<file path="config.mk">
export PLATFORM = sky130hd
export DESIGN_NAME = ustx_top
export DESIGN_NICKNAME = d
export VERILOG_FILES = /design/src/verilog/ustx_pkg.sv /design/src/verilog/ustx_baud_if.sv /design/src/verilog/ustx_baud_gen.sv /design/src/verilog/ustx_top.sv
export SDC_FILE = /design/constraint.sdc
export NUM_CORES = 1
export LEC_CHECK = 0
export BUFFER_PORTS_ARGS = -buffer_cell sky130_fd_sc_hd__buf_2
export CAP_MARGIN = 20
export CORE_MARGIN = 2
export CORE_UTILIZATION = 40
export CTS_CLUSTER_SIZE = 14
export DETAILED_ROUTE_END_ITERATION = 10
export SLEW_MARGIN = 40
export SYNTH_ARGS = -nofsm -noshare
export SYNTH_HDL_FRONTEND = slang
export SYNTH_SLANG_ARGS = --single-unit
</file>
<file path="constraint.sdc">
create_clock -name ref_clk -period 3.2 [get_ports ref_clk]
set_input_delay 0.16 -clock ref_clk [delete_from_list [all_inputs] [get_ports ref_clk]]
set_output_delay 0.16 -clock ref_clk [all_outputs]
set_load 0.02 [all_outputs]
</file>
<file path="src/verilog/ustx_pkg.sv">
// ustx_pkg: constants shared by the synchronous master transmitter files.
// assumes an 8-bit register port and a 20 MHz ref_clk.
// ============================================================
// register map and field layout
// ============================================================
package ustx_pkg;
    localparam int unsigned ADDR_W = 3;
    localparam int unsigned DATA_W = 8;
    localparam int unsigned CNT_W  = 4;

    // register offsets
    localparam logic [2:0] ADDR_TX_STAT_CTRL = 3'h0;
    localparam logic [2:0] ADDR_RX_STAT_CTRL = 3'h1;
    localparam logic [2:0] ADDR_IRQ_FLAGS    = 3'h2;
    localparam logic [2:0] ADDR_IRQ_ENABLES  = 3'h3;
    localparam logic [2:0] ADDR_TX_HOLD      = 3'h4;
    localparam logic [2:0] ADDR_BAUD_DIV     = 3'h5;
    localparam logic [2:0] ADDR_RX_WORD      = 3'h6;

    // transmit status/control fields
    localparam int unsigned TSC_CLK_MASTER = 7;
    localparam int unsigned TSC_NINTH_EN   = 6;
    localparam int unsigned TSC_TX_EN      = 5;
    localparam int unsigned TSC_SYNC       = 4;
    localparam int unsigned TSC_SR_EMPTY   = 1;
    localparam int unsigned TSC_NINTH_VAL  = 0;
    // receive status/control fields
    localparam int unsigned RSC_PORT_EN    = 7;
    localparam int unsigned RSC_SINGLE_RX  = 5;
    localparam int unsigned RSC_CONT_RX    = 4;
    // interrupt flag/enable field
    localparam int unsigned IRQ_TX_BIT     = 4;

    // word lengths and reset values
    localparam logic [3:0] LEN_8BIT        = 4'h8;
    localparam logic [3:0] LEN_9BIT        = 4'h9;
    localparam logic [7:0] RST_BYTE        = 8'h00;
    localparam logic [7:0] RST_DIV         = 8'h00;

    typedef enum logic [1:0] {USTX_IDLE, USTX_SHIFT, USTX_PAUSED} ustx_state_t;
endpackage : ustx_pkg

</file>
<file path="src/verilog/ustx_baud_if.sv">
// ustx_baud_if: link between the transmitter and its baud generator.
// assumes both ends run on ref_clk.
`timescale 1ns/1ps
`default_nettype none
// ============================================================
// baud generator link
// ============================================================
interface ustx_baud_if;
    logic [7:0] divisor;   // ticks every divisor+1 clocks
    logic       hold;      // generator kept in reset
    logic       tick;      // one-cycle shift clock phase pulse
    modport gen  (input divisor, input hold, output tick);
    modport user (output divisor, output hold, input tick);
endinterface : ustx_baud_if
`default_nettype wire

</file>
<file path="src/verilog/ustx_baud_gen.sv">
// ustx_baud_gen: divider giving one tick per half shift clock period.
// assumes divisor is stable while running; hold clears it at once.
`timescale 1ns/1ps
`default_nettype none
module ustx_baud_gen
    import ustx_pkg::*;
(
    // clock and reset
    input  wire logic  ref_clk,
    input  wire logic  rst,
    // link to transmitter
    ustx_baud_if.gen   bif
);
    logic [7:0] cnt_q;
    logic       tick_q;

    // ============================================================
    // divider, held in reset while the transmit, single receive and continuous receive enables are clear
    // ============================================================
    always_ff @(posedge ref_clk or posedge rst)
    begin
        if (rst)
        begin
            cnt_q  <= 8'h00;
            tick_q <= 1'b0;
        end
        else if (bif.hold)
        begin
            cnt_q  <= 8'h00;
            tick_q <= 1'b0;
        end
        else if (cnt_q >= bif.divisor)
        begin
            cnt_q  <= 8'h00;
            tick_q <= 1'b1;
        end
        else
        begin
            cnt_q  <= cnt_q + 8'h01;
            tick_q <= 1'b0;
        end
    end

    assign bif.tick = tick_q;
endmodule : ustx_baud_gen
`default_nettype wire

</file>
<file path="src/verilog/ustx_top.sv">
// ustx_top: synchronous master serial transmitter with register port.
// assumes a one-cycle register master and an external slave on ck/dt.
// ============================================================
`timescale 1ns/1ps
`default_nettype none
module ustx_top
    import ustx_pkg::*;
(
    // clock and reset
    input  wire logic                        ref_clk,
    input  wire logic                        rst,
    // register port
    input  wire logic [ustx_pkg::ADDR_W-1:0] reg_addr,
    input  wire logic [ustx_pkg::DATA_W-1:0] reg_wdata,
    input  wire logic                        reg_wr,
    input  wire logic                        reg_rd,
    output logic      [ustx_pkg::DATA_W-1:0] reg_rdata,
    // serial pins
    output logic                             ck_o,
    output logic                             ck_oe,
    output logic                             dt_o,
    output logic                             dt_oe,
    input  wire logic                        dt_i,
    // interrupt request
    output logic                             tx_irq
);
    import ustx_pkg::*;

    // ============================================================
    // state
    // ============================================================
    logic        clk_master_q, ninth_en_q, tx_en_q, sync_q, ninth_val_q;
    logic        port_en_q, single_rx_q, cont_rx_q, irq_en_q;
    logic [7:0]  baud_div_q, tx_hold_q, rx_word_q, rdata_q;
    logic        hold_full_q;
    logic [8:0]  tsr_q;
    logic [3:0]  bits_left_q, rx_cnt_q;
    logic        ck_q, dt_q, ck_oe_q, dt_oe_q, irq_q;
    logic        dt_s1_q, dt_s2_q;
    ustx_state_t state_q;

    ustx_baud_if bif ();
    ustx_baud_gen u_baud (.ref_clk(ref_clk), .rst(rst), .bif(bif));

    // ============================================================
    // decode and combinational helpers
    // ============================================================
    logic       wr_tsc, wr_rsc, wr_hold, rx_on, sr_empty, load_now;
    logic       last_fall, tx_shift, rx_done;
    logic [3:0] word_len;

    assign wr_tsc   = reg_wr && (reg_addr == ADDR_TX_STAT_CTRL);
    assign wr_rsc   = reg_wr && (reg_addr == ADDR_RX_STAT_CTRL);
    assign wr_hold  = reg_wr && (reg_addr == ADDR_TX_HOLD);
    assign rx_on    = single_rx_q || cont_rx_q;
    assign sr_empty = (bits_left_q == 4'h0);
    assign word_len = ninth_en_q ? LEN_9BIT : LEN_8BIT;
    assign tx_shift = tx_en_q && !rx_on && !sr_empty;
    // final falling edge of a word frees the shift register this cycle
    assign last_fall = tx_shift && bif.tick && ck_q && (bits_left_q == 4'h1);
    // move only when the previous word is fully out
    assign load_now = tx_en_q && hold_full_q && (sr_empty || last_fall);
    assign rx_done  = rx_on && bif.tick && ck_q && (rx_cnt_q == word_len - 4'h1);
    assign bif.hold    = !(tx_en_q || cont_rx_q || single_rx_q);
    assign bif.divisor = baud_div_q;

    // ============================================================
    // control registers
    // ============================================================
    always_ff @(posedge ref_clk or posedge rst)
    begin
        if (rst)
        begin
            clk_master_q <= 1'b0;
            ninth_en_q   <= 1'b0;
            tx_en_q      <= 1'b0;
            sync_q       <= 1'b0;
            ninth_val_q  <= 1'b0;
            port_en_q    <= 1'b0;
            cont_rx_q    <= 1'b0;
            irq_en_q     <= 1'b0;
            baud_div_q   <= RST_DIV;
        end
        else
        begin
            if (wr_tsc)
            begin
                clk_master_q <= reg_wdata[TSC_CLK_MASTER];
                ninth_en_q   <= reg_wdata[TSC_NINTH_EN];
                tx_en_q      <= reg_wdata[TSC_TX_EN];
                sync_q       <= reg_wdata[TSC_SYNC];
                ninth_val_q  <= reg_wdata[TSC_NINTH_VAL];
            end
            if (wr_rsc)
            begin
                port_en_q <= reg_wdata[RSC_PORT_EN];
                cont_rx_q <= reg_wdata[RSC_CONT_RX];
            end
            if (reg_wr && (reg_addr == ADDR_IRQ_ENABLES))
                irq_en_q <= reg_wdata[IRQ_TX_BIT];
            if (reg_wr && (reg_addr == ADDR_BAUD_DIV))
                baud_div_q <= reg_wdata;
        end
    end

    // single receive: hardware clear after one word beats a software write
    always_ff @(posedge ref_clk or posedge rst)
    begin
        if (rst)
            single_rx_q <= 1'b0;
        else if (single_rx_q && rx_done)
            single_rx_q <= 1'b0;
        else if (wr_rsc)
            single_rx_q <= reg_wdata[RSC_SINGLE_RX];
    end

    // ============================================================
    // holding buffer; empty flag is simply its inverse
    // ============================================================
    always_ff @(posedge ref_clk or posedge rst)
    begin
        if (rst)
        begin
            tx_hold_q   <= RST_BYTE;
            hold_full_q <= 1'b0;
        end
        else
        begin
            if (wr_hold)
            begin
                tx_hold_q   <= reg_wdata;
                hold_full_q <= 1'b1;
            end
            else if (load_now)
                hold_full_q <= 1'b0;
        end
    end

    // ============================================================
    // transmitter state and shift register
    // ============================================================
    // a write in the move cycle is kept: the old byte leaves, the new one stays
    always_ff @(posedge ref_clk or posedge rst)
    begin
        if (rst)
        begin
            tsr_q       <= 9'h000;
            bits_left_q <= 4'h0;
            state_q     <= USTX_IDLE;
        end
        else if (!tx_en_q)
        begin
            tsr_q       <= 9'h000;
            bits_left_q <= 4'h0;
            state_q     <= USTX_IDLE;
        end
        else if (load_now)
        begin
            tsr_q       <= {ninth_val_q, tx_hold_q};
            bits_left_q <= word_len;
            state_q     <= rx_on ? USTX_PAUSED : USTX_SHIFT;
        end
        else
        begin
            case (state_q)
                USTX_IDLE:
                    state_q <= USTX_IDLE;
                USTX_SHIFT:
                begin
                    if (rx_on)
                        state_q <= USTX_PAUSED;
                    else if (bif.tick && ck_q)
                    begin
                        tsr_q       <= {1'b0, tsr_q[8:1]};
                        bits_left_q <= bits_left_q - 4'h1;
                        if (bits_left_q == 4'h1)
                            state_q <= USTX_IDLE;
                    end
                end
                USTX_PAUSED:
                    if (!rx_on)
                        state_q <= sr_empty ? USTX_IDLE : USTX_SHIFT;
                default:
                    state_q <= USTX_IDLE;
            endcase
        end
    end

    // ============================================================
    // shift clock and data line
    // ============================================================
    // clock idles low; data changes on the rising edge only
    always_ff @(posedge ref_clk or posedge rst)
    begin
        if (rst)
        begin
            ck_q <= 1'b0;
            dt_q <= 1'b0;
        end
        else if (!tx_en_q && !rx_on)
        begin
            ck_q <= 1'b0;
            dt_q <= 1'b0;
        end
        // a move alone must not raise the clock; its first bit waits for the next rise
        else if (bif.tick && (tx_shift || rx_on))
        begin
            ck_q <= !ck_q;
            if (!ck_q && tx_shift)
                dt_q <= tsr_q[0];
        end
    end

    // pin ownership, one cycle behind the control bits
    always_ff @(posedge ref_clk or posedge rst)
    begin
        if (rst)
        begin
            ck_oe_q <= 1'b0;
            dt_oe_q <= 1'b0;
        end
        else
        begin
            ck_oe_q <= port_en_q && sync_q && clk_master_q && (tx_en_q || rx_on);
            dt_oe_q <= port_en_q && sync_q && tx_en_q && !rx_on;
        end
    end

    // ============================================================
    // minimal receive path, needed for the single-word interruption
    // ============================================================
    // data pin is synchronised; sample on falling clock edges
    always_ff @(posedge ref_clk or posedge rst)
    begin
        if (rst)
        begin
            dt_s1_q   <= 1'b0;
            dt_s2_q   <= 1'b0;
            rx_cnt_q  <= 4'h0;
            rx_word_q <= RST_BYTE;
        end
        else
        begin
            dt_s1_q <= dt_i;
            dt_s2_q <= dt_s1_q;
            if (!rx_on)
                rx_cnt_q <= 4'h0;
            else if (bif.tick && ck_q)
            begin
                rx_cnt_q <= rx_done ? 4'h0 : rx_cnt_q + 4'h1;
                if (rx_cnt_q < LEN_8BIT)
                    rx_word_q <= {dt_s2_q, rx_word_q[7:1]};
            end
        end
    end

    // ============================================================
    // read port and interrupt request
    // ============================================================
    always_ff @(posedge ref_clk or posedge rst)
    begin
        if (rst)
        begin
            rdata_q <= RST_BYTE;
            irq_q   <= 1'b0;
        end
        else
        begin
            irq_q   <= !hold_full_q && irq_en_q;
            rdata_q <= RST_BYTE;
            if (reg_rd)
                case (reg_addr)
                    ADDR_TX_STAT_CTRL: rdata_q <= {clk_master_q, ninth_en_q, tx_en_q, sync_q,
                                                   2'b00, sr_empty, ninth_val_q};
                    ADDR_RX_STAT_CTRL: rdata_q <= {port_en_q, 1'b0, single_rx_q, cont_rx_q, 4'h0};
                    ADDR_IRQ_FLAGS:    rdata_q <= {3'b000, !hold_full_q, 4'h0};
                    ADDR_IRQ_ENABLES:  rdata_q <= {3'b000, irq_en_q, 4'h0};
                    ADDR_TX_HOLD:      rdata_q <= tx_hold_q;
                    ADDR_BAUD_DIV:     rdata_q <= baud_div_q;
                    ADDR_RX_WORD:      rdata_q <= rx_word_q;
                    default:           rdata_q <= RST_BYTE;
                endcase
        end
    end

    assign reg_rdata = rdata_q;
    assign ck_o      = ck_q;
    assign ck_oe     = ck_oe_q;
    assign dt_o      = dt_q;
    assign dt_oe     = dt_oe_q;
    assign tx_irq    = irq_q;
endmodule : ustx_top
`default_nettype wire

</file>
; Yosys cells after proc, flatten, opt, wreduce, memory -nomap -nowiden
; Cells that the tools add are included.
[totals]
reg_bits = 77
input_bits = 16
output_inout_bits = 13
word_cells = 135
[classes]
addsub = 4
magnitude_cmp = 2
eq_ne = 17
n_mux = 38
reduce_logical = 47
[op_table]
columns = operator, n
row1 = $pmux W8 S7, 1
row2 = $mux W9, 5
row3 = $mux W4, 8
row4 = $logic_and A1 B1 Y1, 26
row5 = $mux W8, 3
row6 = $mux W2, 7
row7 = $mux W1, 13
row8 = $ne A5 B5 Y1 const B, 2
row9 = $eq A3 B3 Y1 const B, 3
row10 = $reduce_and A3 Y1, 3
row11 = $add A8 B1 Y8 const B, 1
row12 = $ge A8 B8 Y1, 1
row13 = $reduce_bool A2 Y1, 4
row14 = $sub A4 B1 Y4 const B, 2
row15 = $eq A3 B2 Y1 const B, 2
row16 = $logic_or A1 B1 Y1, 6
row17 = $ne A3 B1 Y1 const B, 2
row18 = $logic_not A1 Y1, 5
row19 = $add A4 B1 Y4 const B, 1
row20 = $eq A4 B1 Y1 const B, 1
row21 = $eq A4 B4 Y1, 1
row22 = $logic_not A4 Y1, 1
row23 = $lt A4 B4 Y1 const B, 1
row24 = $ne A4 B4 Y1 const B, 1
row25 = other kinds (8), 8

; Logic depth before layout (Yosys ltp)
[depth]
ltp_word = 11
ltp_mapped = 9
ltp_nobuf = 7

; By module
; Synthesis repeated with hierarchy kept, for this count alone.
[unflattened]
cells_unflattened = 351
area_unflattened_um2 = 3980.1
[by_module_without_submodules]
columns = mod, instances, cells_per_inst, area_each_um2, seq_area_each_um2
row1 = ustx_top, 1, 292, 3344.5, 1701.6
row2 = ustx_baud_gen, 1, 59, 635.6, 225.2

; Worst setup path before layout
; Ideal clock, no wire load.
[synth_timing]
path_type = register -> register
startpoint = register bits_left_q[0]
endpoint = register state_q[1]
arrival_ns = 1.752
required_time_ns = 3.075
path_slack_ns = 1.324
path_stages_with_launch = 7
period_less_slack_ns = 1.876
path_cell_list = dfrtp_1 inv_1 ha_1 or4bb_1 o311ai_2 a21o_1 mux2_2
[synth_between]
elab_chain_cells = 10
elab_cells_between_ends = 15
cone_classes = eq/ne (4) / mux (2) / reduce/logical (9)
[synth_lines]
columns = item, line_no
row1 = from (decl), ustx_top.sv:37  ; logic [3:0] bits_left_q, rx_cnt_q;
row2 = from (signal assigned), ustx_top.sv:160  ; bits_left_q <= word_len;
row3 = from (signal assigned), ustx_top.sv:175  ; bits_left_q <= bits_left_q - 4'h1;
row4 = $logic_not A4 Y1, ustx_top.sv:56  ; assign sr_empty = (bits_left_q == 4'h0);
row5 = $logic_not A1 Y1, ustx_top.sv:58  ; assign tx_shift = tx_en_q && !rx_on && !sr_empty;
row6 = $logic_and A1 B1 Y1, ustx_top.sv:58
row7 = $logic_and A1 B1 Y1 (3 in series), ustx_top.sv:60  ; assign last_fall = tx_shift && bif.tick && ck_q && (bits_left_q == 4'h1);
row8 = $logic_or A1 B1 Y1, ustx_top.sv:62  ; assign load_now = tx_en_q && hold_full_q && (sr_empty || last_fall);
row9 = $logic_and A1 B1 Y1, ustx_top.sv:62
row10 = "$ne A5 B5 Y1 (no line), or another cell as far along", n/a
row11 = $reduce_and A3 Y1 (no line) / $mux W2 (equally long branches), n/a
row12 = to (signal assigned), ustx_top.sv:161  ; state_q <= rx_on ? USTX_PAUSED : USTX_SHIFT;
row13 = to (signal assigned), ustx_top.sv:182  ; state_q <= sr_empty ? USTX_IDLE : USTX_SHIFT;
row14 = to (decl), ustx_top.sv:40  ; ustx_state_t state_q;
; Parallel ways exist; a longest one is shown, timed or not.
; A chain may end at the register's enable or synchronous reset.

; Worst setup path after layout
[layout_timing]
startpoint = register hold_full_q
endpoint = register tsr_q[3]
[layout_between]
elab_chain_cells = 4
elab_cells_between_ends = 8
cone_classes = eq/ne (3) / mux (2) / reduce/logical (3)
[layout_lines]
columns = item, line_no
row1 = from (decl), ustx_top.sv:35  ; logic hold_full_q;
row2 = from (signal assigned), ustx_top.sv:125  ; hold_full_q <= 1'b0;
row3 = from (signal assigned), ustx_top.sv:132  ; hold_full_q <= 1'b1;
row4 = from (signal assigned), ustx_top.sv:135  ; hold_full_q <= 1'b0;
row5 = $logic_and A1 B1 Y1 (*) (2 in series), ustx_top.sv:62
row6 = "$ne A3 B1 Y1 (no line), or another cell as far along", n/a
row7 = $reduce_and A3 Y1 (no line) / $mux W9 (equally long branches), n/a
row8 = to (signal assigned), ustx_top.sv:159  ; tsr_q <= {ninth_val_q, tx_hold_q};
row9 = to (signal assigned), ustx_top.sv:174  ; tsr_q <= {1'b0, tsr_q[8:1]};
row10 = to (decl), ustx_top.sv:36  ; logic [8:0] tsr_q;
; Mark *: on every way between the ends. The rest lies on a longest branch, timed or not.

==> flow_metrics.tcl <==
set metrics [dict create \
    critPathKind "reg2reg" \
    r2r_start "hold_full_q" \
    hold_path_class "in2reg" \
    synthesis.area_sq_um 4021 \
    drt-wirelength-per-cell_um 16.10 \
    syn_area_per_cell_sq_um 10.90 \
    p_sw_share_pct 34.54 \
    busiest_layer "met2" \
    p_seq_share_pct 48.6 \
    p_leak_nw 2.032 \
    synth.yosys.seq_area_share_pct 47.92 \
    fin_crit_sh_pct 68.60 \
    clk_path_buf_depth 2 \
    use_met1_pct 22.75 \
    clkPwrFrac_pct 23.3 \
    die_x_um 104.3 \
    finalHoldViolations 0 \
    critPathMostFrequentCell "nor2_2" \
    path_cells "or3b_1 -> o311ai_2 -> nor2_2 -> nor2_2 -> a22o_1" \
    vias 2806 \
    antenna_found_initial 0 \
    fp.dieH_um 104.3 \
    hpwl_um 6264 \
    first_global_vias 2737 \
    holdCritStartpoint "reg_wdata[2]" \
    synthCells 369 \
    h-tree-depth 3 \
    antenna_cells 0 \
    totalWireLength_um 8598 \
    rsz0062_at_grt "false" \
    drtIter0Drc 127 \
    power_density_nw_per_um2 614.9 \
    cts_tree "built" \
    drc_errors 0 \
    synth_cell_types 60 \
    multi_input_area_sq_um 1911 \
    fmaxAchievable_ghz 0.4556 \
    worst_pin_slew_ns 0.8195 \
    grt_start_max_net_pins 31 \
    critPathTopFamily "simple AND/OR/NAND/NOR gates" \
    areaGrowthSynthToFinish_pct 9.863 \
    required_ns 3.49 \
    relSlewSlack_pct 45.13 \
    switching_power_uw 938.3 \
    setup_viol 0 \
    drt_pre_antenna_iters 4 \
    hold_depth 2 \
    grt_pass1_wl_um 14270 \
    seqCellArea_sq_um 1927 \
    fin_nets 428 \
    slew_violations 0 \
    gr-total-overflow 0 \
    routabilityCongestion 0.8284 \
    report.power.total_mw 2.717 \
    status "completed" \
    io_buffers 28 \
    yosysWarnings 0 \
    grt.total_usage_pct 16.60 \
    synth_edf_count 0 \
    clk_pin_slew_ns 0.07 \
    crit_fanout 14 \
    clock-sinks 77 \
    worst_setup_path_end_kind "flop" \
    core_sq_um 9774 \
    worstSetupStartpointType "flop" \
    tns_ns 0 \
    skew_ns 0.004295 \
    holdPathEnd "tx_hold_q[2]" \
    ant_nets 0 \
    clock-root-buffer "clkbuf_8" \
    max_stage_delay_ns 0.61 \
    worst-path-buf-inv 0 \
    rr_worst_depth 5 \
    synth-main-ff-cell "dfrtp_1" \
    reg2reg_to "tsr_q[3]" \
    min_period_ns 2.195 \
    drv_cap 0 \
    met2_usage_pct 26.14 \
    p_comb_share_pct 28.1 \
    p_int_mw 1.778 \
    io_pins 29 \
    rows 36 \
    met3_usage_pct 4.010 \
    drive_gt1_share_pct 22.44 \
    die_area_sq_um 10870 \
    synthArstFlopShare_pct 100.0 \
    cts_buffers 9 \
    fillers 949 \
    clk_latency_ns 0.35 \
    synth_seq_cells 77 \
    path_depth 5 \
    syn_nets 400 \
    viasPerCell 5.255 \
    crit_arrival_ns 2.48 \
    r2r_setup_slack_ns 1.00 \
    max-vdd-ir-drop_mv 0.3699 \
    start_util_pct 41.14 \
    crit_slowest_cell "dfrtp_1" \
]
[area by class of cell]
type / count / area share [%]
Clock inverter: 2 / 0.2266
Inverter: 19 / 1.643
Multi-Input combinational cell: 257 / 43.25
Clock buffer: 13 / 3.370
Timing Repair Buffer: 33 / 4.135
Sequential cell: 77 / 43.61
Tap cell: 133 / 3.767
[through the flow]
step	setup slack (ns)	hold slack, ns	area [sq um]	std cells	utilization (%)
finish	1.005	0.05706	4418	534	45.20
global route	0.8196	0.04546	4418	534	45.20
CTS	0.9858	0.04822	4418	534	45.20
detailed placement	1.011	0.2235	4239	517	43.37
global placement	1.134	0.2183	4239	517	43.37
floorplan	1.073	0.1914	4021	369	-
[how the worst max path moves through the flow]
stage	startpoint	endpoint	slack (ns)
after global placement	hold_full_q	tsr_q[2]	1.13
final	hold_full_q	tsr_q[3]	1.00
after detailed placement	hold_full_q	tsr_q[2]	1.01
after global routing	hold_full_q	tsr_q[3]	0.82
after floorplan	rst	baud_div_q[0]	1.07
after CTS	hold_full_q	tsr_q[3]	0.99
[layout by cell type, fill, tap and decap left out, types with 2 or more instances in the layout]
| cell | netlist | layout |
|---|---|---|
| nor2b_1 | 9 | 9 |
| nand4b_1 | 2 | 2 |
| a21oi_1 | 13 | 13 |
| a2bb2oi_1 | 8 | 8 |
| o21ai_0 | 9 | 9 |
| nand2_1 | 34 | 34 |
| a211oi_1 | 2 | 2 |
| o22ai_1 | 2 | 2 |
| a22o_1 | 12 | 12 |
| xor2_1 | 6 | 6 |
| a31oi_1 | 2 | 2 |
| nor4b_1 | 3 | 3 |
| nor2_1 | 24 | 24 |
| a21o_1 | 5 | 5 |
| and3_1 | 2 | 2 |
| nand2b_1 | 4 | 4 |
| o211ai_1 | 8 | 8 |
| and2_1 | 3 | 3 |
| nor2_2 | 2 | 2 |
| mux2_2 | 33 | 33 |
| xnor2_1 | 4 | 4 |
| mux2i_1 | 11 | 11 |
| buf_4 | 1 | 3 |
| nor3b_1 | 2 | 2 |
| nand3_1 | 13 | 13 |
| dlygate4sd3_1 | 0 | 2 |
| o21a_1 | 2 | 2 |
| ha_1 | 15 | 15 |
| clkbuf_8 | 0 | 10 |
| buf_2 | 2 | 28 |
| nor3_1 | 3 | 3 |
| clkinv_2 | 0 | 3 |
| clkbuf_1 | 7 | 3 |
| inv_1 | 18 | 17 |
| dfrtp_1 | 77 | 77 |
[timing repair]
item	CTS	global route
hold endpoints to repair	29	0
hold buffers	2	0
gates resized for setup	0	0
setup buffers	0	0
[cell usage after synthesis, types with 2 or more instances]
library cell	n	area, sq um
a21oi_1	13	65.06
nand2b_1	4	25.02
ha_1	15	187.7
nor2_2	2	12.51
and2_1	3	18.77
o22ai_1	2	12.51
nor3_1	3	15.01
buf_6	4	45.04
nor2b_1	9	56.30
nand2_1	34	127.6
nor4b_1	3	26.28
o211ai_1	8	60.06
buf_2	2	10.01
and3_1	2	12.51
a22o_1	12	105.1
inv_1	18	67.56
o21a_1	2	15.01
xnor2_1	4	35.03
a21o_1	5	37.54
nand3_1	13	65.06
dfrtp_1	77	1927
nor2_1	24	90.09
a2bb2oi_1	8	70.07
o21ai_0	9	45.04
clkbuf_1	7	26.28
xor2_1	6	52.55
mux2i_1	11	110.1
a31oi_1	2	12.51
a211oi_1	2	15.01
nand4b_1	2	17.52
mux2_2	33	371.6
nor3b_1	2	15.01
[logic make-up (layout without fill, tap and decap cells)]
kind of cell	after synthesis	after routing	share of synthesized area, %
AND/OR/NAND/NOR	116	116	15.31
flip-flops	77	77	47.92
AO/OA/AOI/OAI	71	71	12.82
multiplexers	45	45	12.54
buffers and inverters	35	67	4.574
adder cells (fa/ha/maj)	15	15	4.667
XOR/XNOR	10	10	2.178
[worst reg2reg max path: cells and delay by family, from the launching register on]
kind	cells	cell delay, ns
simple gates	3	0.96
flops	1	0.61
compound gates	2	0.57
[layer usage]
layer  vias up  part of all wire [%]
met4         0                   1.1
li1       1366                     -
met3         7                   3.8
met1      1392                    48
met2        41                    47
met5         -                     0
[power by group through the flow]
stage	registers, mW	logic [mW]	clock network, mW
2_1_floorplan	1.29	0.638	0
3_3_place_gp	1.33	0.745	0
3_5_place_dp	1.34	0.764	0
4_1_cts	1.32	0.769	0.650
5_1_grt	1.35	0.862	0.693
6_report	1.32	0.762	0.634
[flip-flops by register name, indices dropped and copies added, names as in the netlist, 2 cells and up]
signal        cells
rx_word_q         8
bits_left_q       4
baud_div_q        8
tsr_q             9
u_baud.cnt_q      8
rx_cnt_q          4
tx_hold_q         8
state_q           2
reg_rdata         8
No activity file was read; power rests on OpenSTA's default activity.
